File: src/verilog/asr_pkg.sv
// package: constants and types for the select-mode serial readout block
package asr_pkg;
    // result width and conversion timing
    localparam int RESULT_BITS = 18;
    localparam int CLK_PERIOD_NS = 8;
    localparam int CONV_MIN_NS = 1600;
    localparam int CONV_MAX_NS = 1800;
    // conversion length in clocks: lies between min (rounded up) and max (rounded down)
    localparam int CONV_MIN_CYC = (CONV_MIN_NS + CLK_PERIOD_NS - 1) / CLK_PERIOD_NS;
    localparam int CONV_MAX_CYC = CONV_MAX_NS / CLK_PERIOD_NS;
    localparam int CONV_CYC = (CONV_MIN_CYC + CONV_MAX_CYC) / 2;
    // falling edges before release: data only, or busy flush bit plus data
    localparam int EDGES_NO_BUSY = 18;
    localparam int EDGES_BUSY = 19;
    localparam logic [31:0] RESULT_RESET = 32'h0000_0000;

    typedef enum logic [3:0]
    {
        ASR_ACQ = 4'b0001,
        ASR_CONV = 4'b0010,
        ASR_BUSYLOW = 4'b0100,
        ASR_READ = 4'b1000
    } asr_state_type;
endpackage : asr_pkg

File: src/verilog/asr_sync_if.sv
// interface: synchronised pin levels and their edge pulses
`timescale 1ns/1ns
interface asr_sync_if;
    logic conv_lvl;
    logic sel_lvl;
    logic sclk_lvl;
    logic conv_rise;
    logic conv_fall;
    logic sclk_fall;
    modport src (output conv_lvl, sel_lvl, sclk_lvl, conv_rise, conv_fall, sclk_fall);
    modport dst (input conv_lvl, sel_lvl, sclk_lvl, conv_rise, conv_fall, sclk_fall);
endinterface : asr_sync_if
File: src/verilog/asr_pin_sync.sv
// module: two-stage pin synchronisers and edge detection
`timescale 1ns/1ns
module asr_pin_sync
    import asr_pkg::*;
(
    input wire logic mclk,
    input wire logic arst_n,
    input wire logic convert_start,
    input wire logic serial_in_select,
    input wire logic serial_clk,
    asr_sync_if.src sync
);
    logic [2:0] meta;
    logic [2:0] stable;
    logic [2:0] prev;

    // ------------------------------------------------------------
    // synchronisers; the meta stage feeds only the stable stage
    // ------------------------------------------------------------
    always_ff @(posedge mclk or negedge arst_n)
    begin
        if (!arst_n)
        begin
            // serial clock rests low between frames; a matching reset level avoids a false fall
            meta <= 3'h3;
            stable <= 3'h3;
            prev <= 3'h3;
        end
        else
        begin
            meta <= {serial_clk, serial_in_select, convert_start};
            stable <= meta;
            prev <= stable;
        end
    end

    // edge pulses come from the stable stage only
    assign sync.conv_lvl = stable[0];
    assign sync.sel_lvl = stable[1];
    assign sync.sclk_lvl = stable[2];
    assign sync.conv_rise = stable[0] & ~prev[0];
    assign sync.conv_fall = ~stable[0] & prev[0];
    assign sync.sclk_fall = ~stable[2] & prev[2];
endmodule : asr_pin_sync

File: src/verilog/asr_readout.sv
// top: chip-select mode conversion control and serial readout
//Contract
//- select-line high at convert-start rise picks chip-select interface, low picks chained.
//- busy indication enabled if convert-start or select-line low at conversion end.
//- unread bits of older result go out before any bits of the new one; code drops the new result while bits are left.
//- with select-line high, convert-start rise starts conversion and floats serial_out.
//- conversion runs to its end whatever convert-start does later.
//- after conversion, convert-start low presents the MSB in 3-wire no-busy mode.
//- no-busy modes shift on falling edges, float after 18th edge or convert-start rise.
//- busy modes drive serial_out low at conversion end, then acquire.
//- busy modes shift result MSB first on falling edges after busy low.
//- busy modes float after 19th falling edge or convert-start rise.
//- 4-wire: convert-start and select-line both low drive serial_out low; code does so only while drive is low, else serial_out carries out_bit.
//- 4-wire no-busy: select-line low presents MSB on serial_out.
`timescale 1ns/1ns
module asr_readout
    import asr_pkg::*;
#(
    parameter int CONV_CYCLES = CONV_CYC
)
(
    input wire logic mclk,
    input wire logic arst_n,
    input wire logic convert_start,
    input wire logic serial_in_select,
    input wire logic serial_clk,
    input wire logic [RESULT_BITS-1:0] core_result,
    output logic core_start,
    output logic chain_mode,
    output logic serial_out_o,
    output logic serial_out_oe_n
);
    // a length outside the window would break the host's conversion-time budget
    if (CONV_CYCLES < CONV_MIN_CYC || CONV_CYCLES > CONV_MAX_CYC)
    begin : g_bad_length
        $error("conversion length outside min/max window");
    end

    asr_sync_if sync ();

    asr_pin_sync asr_pin_sync_inst
    (
        .mclk(mclk),
        .arst_n(arst_n),
        .convert_start(convert_start),
        .serial_in_select(serial_in_select),
        .serial_clk(serial_clk),
        .sync(sync)
    );

    asr_state_type state;
    logic [15:0] conv_cnt;
    logic [RESULT_BITS-1:0] shreg;
    logic [4:0] left;
    logic busy_mode;
    logic flush_busy;
    logic drive;
    logic out_bit;
    logic chain;

    // ------------------------------------------------------------
    // decode
    // ------------------------------------------------------------
    wire start_ok = sync.conv_rise & sync.sel_lvl;
    wire conv_done = (state == ASR_CONV) && (conv_cnt == 16'(CONV_CYCLES - 1));
    wire busy_now = ~sync.conv_lvl | ~sync.sel_lvl;
    // 4-wire present: convert-start high with select-line low; 3-wire: convert-start falls
    wire present = (state == ASR_ACQ) && !busy_mode && !drive && left != 5'h00 &&
        (sync.conv_fall || (sync.conv_lvl && !sync.sel_lvl));
    wire force_low = ~sync.conv_lvl & ~sync.sel_lvl & ~drive;
    wire shift_ev = drive && sync.sclk_fall;
    wire last_edge = shift_ev && (left == 5'h01) && !flush_busy;

    assign core_start = (state == ASR_CONV) && (conv_cnt == 16'h0000);
    assign chain_mode = chain;
    assign serial_out_o = force_low ? 1'b0 : out_bit;
    assign serial_out_oe_n = ~(drive | force_low);

    // ------------------------------------------------------------
    // mode selection at convert-start rise
    // ------------------------------------------------------------
    always_ff @(posedge mclk or negedge arst_n)
    begin
        if (!arst_n)
            chain <= 1'b0;
        else if (sync.conv_rise)
            chain <= ~sync.sel_lvl;
    end

    // ------------------------------------------------------------
    // conversion timer; runs to the end ignoring convert-start
    // ------------------------------------------------------------
    always_ff @(posedge mclk or negedge arst_n)
    begin
        if (!arst_n)
        begin
            state <= ASR_ACQ;
            conv_cnt <= 16'h0000;
        end
        else
        begin
            unique case (state)
                ASR_ACQ:
                    if (start_ok)
                    begin
                        state <= ASR_CONV;
                        conv_cnt <= 16'h0000;
                    end
                ASR_CONV:
                    if (conv_done)
                        state <= busy_now ? ASR_BUSYLOW : ASR_ACQ;
                    else
                        conv_cnt <= conv_cnt + 16'h0001;
                ASR_BUSYLOW:
                    state <= ASR_ACQ;
                ASR_READ:
                    state <= ASR_ACQ;
                default:
                    state <= ASR_ACQ;
            endcase
        end
    end

    // ------------------------------------------------------------
    // output shifter; a short read leaves bits for the next cycle
    // ------------------------------------------------------------
    always_ff @(posedge mclk or negedge arst_n)
    begin
        if (!arst_n)
        begin
            shreg <= RESULT_RESET[RESULT_BITS-1:0];
            left <= 5'h00;
            busy_mode <= 1'b0;
            flush_busy <= 1'b0;
            drive <= 1'b0;
            out_bit <= 1'b1;
        end
        else if (sync.conv_rise)
        begin
            drive <= 1'b0;
            out_bit <= 1'b1;
        end
        else if (conv_done)
        begin
            busy_mode <= busy_now;
            // leftovers of the old result win over the new one
            if (left == 5'h00)
            begin
                shreg <= core_result;
                left <= 5'(RESULT_BITS);
            end
            if (busy_now)
            begin
                drive <= 1'b1;
                out_bit <= 1'b0;
                flush_busy <= 1'b1;
            end
        end
        else if (present)
        begin
            drive <= 1'b1;
            out_bit <= shreg[RESULT_BITS-1];
        end
        else if (shift_ev && flush_busy)
        begin
            flush_busy <= 1'b0;
            out_bit <= shreg[RESULT_BITS-1];
        end
        else if (shift_ev)
        begin
            shreg <= {shreg[RESULT_BITS-2:0], 1'b0};
            left <= left - 5'h01;
            out_bit <= shreg[RESULT_BITS-2];
            if (last_edge)
            begin
                drive <= 1'b0;
                out_bit <= 1'b1;
            end
        end
    end

    // ------------------------------------------------------------
    // checks
    // ------------------------------------------------------------
    // falls counted independently of the shift counter, so a miscount in left shows up
    logic [4:0] frame_edges;
    always_ff @(posedge mclk or negedge arst_n)
    begin
        if (!arst_n)
            frame_edges <= 5'h00;
        else if (!drive || sync.conv_rise)
            frame_edges <= 5'h00;
        else if (sync.sclk_fall)
            frame_edges <= frame_edges + 5'h01;
    end

    a_start_floats: assert property (@(posedge mclk) disable iff (!arst_n)
        sync.conv_rise |=> !drive) else $error("output not released on start");
    a_conv_length: assert property (@(posedge mclk) disable iff (!arst_n)
        core_start |-> ##(CONV_CYCLES - 1) conv_done) else $error("conversion length wrong");
    a_conv_holds: assert property (@(posedge mclk) disable iff (!arst_n)
        (state == ASR_CONV && !conv_done) |=> state == ASR_CONV) else $error("conversion aborted");
    a_busy_low: assert property (@(posedge mclk) disable iff (!arst_n)
        (conv_done && busy_now && !sync.conv_rise) |=> (!serial_out_oe_n && !serial_out_o))
        else $error("busy low missing");
    a_busy_flag: assert property (@(posedge mclk) disable iff (!arst_n)
        conv_done |=> busy_mode == $past(busy_now)) else $error("busy mode wrong");
    a_mode_pick: assert property (@(posedge mclk) disable iff (!arst_n)
        sync.conv_rise |=> chain == !$past(sync.sel_lvl)) else $error("mode choice wrong");
    a_four_low: assert property (@(posedge mclk) disable iff (!arst_n)
        (!sync.conv_lvl && !sync.sel_lvl) |-> (!serial_out_oe_n && (drive || !serial_out_o)))
        else $error("forced low missing");
    a_last_release: assert property (@(posedge mclk) disable iff (!arst_n)
        (last_edge && !sync.conv_rise && !conv_done) |=> !drive) else $error("no release after last edge");
    a_keep_left: assert property (@(posedge mclk) disable iff (!arst_n)
        (conv_done && left != 5'h00) |=> $stable(shreg)) else $error("leftover bits lost");
    a_frame_release: assert property (@(posedge mclk) disable iff (!arst_n)
        drive |-> frame_edges < (busy_mode ? 5'(EDGES_BUSY) : 5'(EDGES_NO_BUSY)))
        else $error("output held past last edge");
endmodule : asr_readout

File: config.mk
export PLATFORM = sky130hd
export DESIGN_NAME = asr_readout
export DESIGN_NICKNAME = d
export VERILOG_FILES = /design/src/verilog/asr_pkg.sv /design/src/verilog/asr_sync_if.sv /design/src/verilog/asr_pin_sync.sv /design/src/verilog/asr_readout.sv
export SDC_FILE = /design/constraint.sdc
export NUM_CORES = 1
export LEC_CHECK = 0
export ABC_AREA = 1
export BUFFER_PORTS_ARGS = -buffer_cell sky130_fd_sc_hd__buf_2
export CORE_MARGIN = 2
export CORE_UTILIZATION = 40
export DETAILED_ROUTE_END_ITERATION = 8
export PLACE_DENSITY_LB_ADDON = 0.1
export SLEW_MARGIN = 40
export SYNTH_ARGS = -nofsm -noshare
export SYNTH_HDL_FRONTEND = slang
export SYNTH_HIERARCHICAL = 1
export SYNTH_SLANG_ARGS = --single-unit
File: constraint.sdc
create_clock -name mclk -period 2.1 [get_ports mclk]
set_clock_uncertainty 0.05 [all_clocks]
set_input_delay 0.21 -clock mclk [delete_from_list [all_inputs] [get_ports mclk]]
set_output_delay 0.21 -clock mclk [all_outputs]
set_load 0.02 [all_outputs]
# Yosys cells after proc, flatten, opt, wreduce, memory -nomap -nowiden
# Cells that the tools add are included.
# classes
n_addsub	2
n_mul	0
n_div	0
magnitude_cmp	0
n_eq_ne	13
shift	0
n_mux	35
bitwise	15
n_reduce_logical	32
# op_table
operator	n
$mux 18	5
$mux 16	2
$pmux 16 s2	1
$mux 5	5
$mux 1	18
$add 16x1->16 const B	1
$eq 16x8->1 const B	1
$logic_not 16->1	1
$logic_and 1x1->1	11
$ne 2x2->1 const B	5
$reduce_bool 5->1	2
$mux 4	2
$pmux 4 s2	1
$reduce_and 4->1	2
$reduce_bool 4->1	2
$not 1->1	7
$and 1x1->1	6
$reduce_and 2->1	3
$reduce_bool 2->1	3
$eq 5x1->1 const B	1
$logic_not 5->1	1
$reduce_and 5->1	1
$sub 5x1->5 const B	1
$eq 4x1->1 const B	1
other kinds (9)	14
# word_totals
reg_bits	57
latch_bits	0
ramBits	0
rom_bits	0
output_inout_bits	4
mem_count	0

# Logic depth before layout (Yosys ltp)
# depth
word_depth	11
ltp_mapped	13

# Cells and area by module
# The synthesis kept the hierarchy.
# by_module_without_submodules
module	instances	cells_per_inst	area_per_inst_um2
asr_readout	1	397	2807.7
asr_pin_sync	1	14	229.0

# Least setup slack after synthesis
# OpenSTA, ideal clock, no wires.
# synth_path
path_type	register -> output
start	reg state[2]
end	out core_start
arrival_ps	1644
setup_slack_ps	196
path_stages_with_launch	4
cell_sequence	dfrtp_1 > nor3_4 > inv_1 > nor4b_1
# synth_via
elab_chain_len	2
# synth_lines
item	line_no	text
start: declaration	asr_readout.sv:51	asr_state_type state;
start signal: assignment	asr_readout.sv:111	state <= busy_now ? ASR_BUSYLOW : ASR_ACQ;
$eq 4x2->1	asr_readout.sv:74	assign core_start = (state == ASR_CONV) && (conv_cnt == 16'h0000);
$logic_and 1x1->1	asr_readout.sv:74	
end: declaration	asr_readout.sv:28	output logic core_start,
# No other way between the ends.

# Worst setup path in the final report
# Ends and elaborated chain as after synthesis.

==> flow_summary.ini <==
[floorplan]
die_w_um = 91.1
start_util_pct = 41.6
io_pins = 27
fp.coreArea_um2 = 7290
rows = 31
die_area_um2 = 8300
die_y_um = 91.1

[final_layout]
drive_gt1_share_pct = 14.9
fill_cells = 791
n_antenna_cell = 0
area_delta_synth_final_pct = 13.0
final_cell_mix = nand2_1, nand3_1, dfrtp_1
final_common_cell = nand2_1
fin_nets = 476

[place]
io_buffer_count = 26
hpwl_mm = 4.79
place_congestion = 0.868

[critical_path]
r2r_end = shreg[2]$_DFFE_PN0P_
critPathMaxFanout = 8
worstSetupStartpoint = state[2]$_DFFE_PN0P_
r2r_start = conv_cnt[0]$_DFFE_PN0P_
cp.required_ns = 1.84
startpoint_type = register
cp-end-kind = output pin
worstPathArrival_ns = 1.71
crit_end = core_start
worstSetupPathType = reg -> out
reg2regPathDepth = 10
ff2ff_setup_slack_ns = 0.25

[power_and_ir_drop]
seq_power_share_pct = 59.8
pwr-share-clk_pct = 33.2
swShare_pct = 25.3
switching_power_uw = 466
p_int_mw = 1.37
leakage_nw = 1.75
power_density_nw_per_um2 = 536
ir_drop_mv = 0.297
power.total_mw = 1.84
p_comb_share_pct = 7.0

[global_routing]
grt_max_degree = 27
antenna_found_initial = 0
grt.total_usage_pct = 17.4
grt_pass1_vias = 2459
gr-total-overflow = 0
grt_pass1_wl_mm = 11.8

[run]
drv_cap = 0

[synth]
postSynthAreaPerCell_um2 = 7.39
synthesis.instances = 411
syn_nets = 439
ys_seq_area_share_pct = 45.6
ys_types = 31
synth_top_cell_by_area = dfrtp_1
yosysWarnings = 6
synth-seq-cells = 55
synth_top_area_share_pct = 39.6
synth_area_leaders = dfrtp_1, nand2_1, nand3_1
synth_area_um2 = 3040

[cts]
clkSinkCount = 55
cts.clk_slew.worst_paths_ns = 0.10
cts_root_buffer = clkbuf_8
cts_tree = built
cts_buffers = 5
cts-htree-levels = 2
clock_latency_ns = 0.31
clockBufferDepth = 2

[timing]
tns_ns = 0
min_period_over_period_pct = 93.9
rsz0062_at_grt = no
min_period_ns = 1.97
drv_slew = 0
finalSetupViolCount = 0
max_slew_margin_pct = 70.3
fmax_ghz = 0.507
hold_viol = 0
tightest_slew_ns = 0.445

[route]
vias = 2629
drtAntennaViolNets = 0
routed_wl_mm = 6.67
wl_per_cell_um = 12.2
drc_errors = 0
viasPerCell = 4.80
drt_iter0_markers = 145
dr.pass1.iters = 4

[run_status]
status = finished clean

[worst_hold_path]
hold_path.class = in -> reg
[per-stage QoR]
step | cell area, µm² | hold slack, ns | setup WS [ns] | utilization, % | instances
finish | 3430 | 0.145 | 0.127 | 47.0 | 548
floorplan | 3040 | -0.136 | 0.196 | - | 411
global placement | 3280 | 0.139 | 0.207 | 45.0 | 535
CTS | 3420 | 0.137 | 0.0808 | 46.9 | 548
global route | 3430 | 0.144 | 0.0211 | 47.0 | 548
detailed placement | 3280 | 0.135 | 0.232 | 45.0 | 535
[kinds of logic after synthesis]
logic type	after synthesis	synth area share [%]
xor gates and xnor gates	8	2.31
buffers and inverters	55	8.36
AOI/OAI and AO/OA	22	4.00
DFF	55	45.6
and+or+nand+nor	266	37.7
adders and majority gates	5	2.06
[per-layer routing]
layer,global-route usage (%),vias to the layer above,wire length (µm)
met5,0,-,0
met4,4.17,0,53
met3,2.82,4,252
met2,26.4,47,2860
met1,25.9,1217,3500
li1,-,1361,-
[worst min path at each step]
stage	start	endpoint	slack, ns	depth (start not counted)
global route	core_result[0]	shreg[0]$_DFFE_PN0P_	0.14	3
finish	core_result[0]	shreg[0]$_DFFE_PN0P_	0.14	3
floorplan	arst_n	asr_pin_sync_inst/meta[2]$_DFF_PN0_	-0.14	0
CTS	core_result[0]	shreg[0]$_DFFE_PN0P_	0.14	3
detailed placement	arst_n	flush_busy$_DFFE_PN0P_	0.13	1
global placement	arst_n	state[2]$_DFFE_PN0P_	0.14	1
[state kept, by name, indices dropped and copies added, names as in the netlist, 2 cells and up]
name / count
shreg: 18
conv_cnt: 16
left: 5
asr_pin_sync_inst/meta: 3
asr_pin_sync_inst/stable: 3
state: 3
asr_pin_sync_inst/prev: 2
[power by group through the flow]
stage / clock, mW / combinational (mW) / sequential, mW
after floorplan: 0 / 0.0554 / 1.12
after global placement: 0 / 0.124 / 1.12
after detailed placement: 0 / 0.125 / 1.12
after CTS: 0.639 / 0.133 / 1.10
after global routing: 0.671 / 0.148 / 1.10
final: 0.611 / 0.128 / 1.10
[worst max-delay path, cell delays in order (launching register included)]
cell and delay [ns]:
dfrtp_1 0.43, nor3_4 0.24, inv_1 0.17, nor4b_1 0.32
buf_2 0.23
[area by class of cell]
cell class | instances | area, µm² | share of cell area [%]
Clock buffer | 5 | 68.8 | 2.01
Tap cell | 99 | 124 | 3.61
Multi-Input combinational cell | 301 | 1400 | 40.8
Clock inverter | 3 | 22.5 | 0.656
Sequential cell | 55 | 1390 | 40.4
Inverter | 42 | 158 | 4.60
Timing Repair Buffer | 43 | 272 | 7.91
[what timing repair did]
action                                 4_1_cts  5_1_grt
gates resized for setup                      0        3
hold buffers                                 4        0
endpoints found under the hold margin       16        0
setup endpoints to repair                    1       20
pin swaps                                    1        0
buffers inserted                             1        0
[cells in the mapped netlist]
library cell and n:
nand2_1 159, nand3_1 49, dfrtp_1 48, inv_1 40, nor2_1 33, o21ai_0 13
xor2_1 8, dfstp_2 7, nor3_1 6, buf_2 5, ha_1 5, nand4_1 5
a21oi_1 4, buf_6 4, buf_4 3, inv_2 2, nand2_2 2, nand2_4 2
nand3b_1 2, o22ai_1 2, or2_2 2, and3_1 1, clkbuf_1 1, nand3_2 1
nor2_2 1, nor3_4 1, nor4_1 1, nor4b_1 1, o21a_1 1, o21bai_1 1
o31a_1 1
Power figures use the tool's default switching activity.
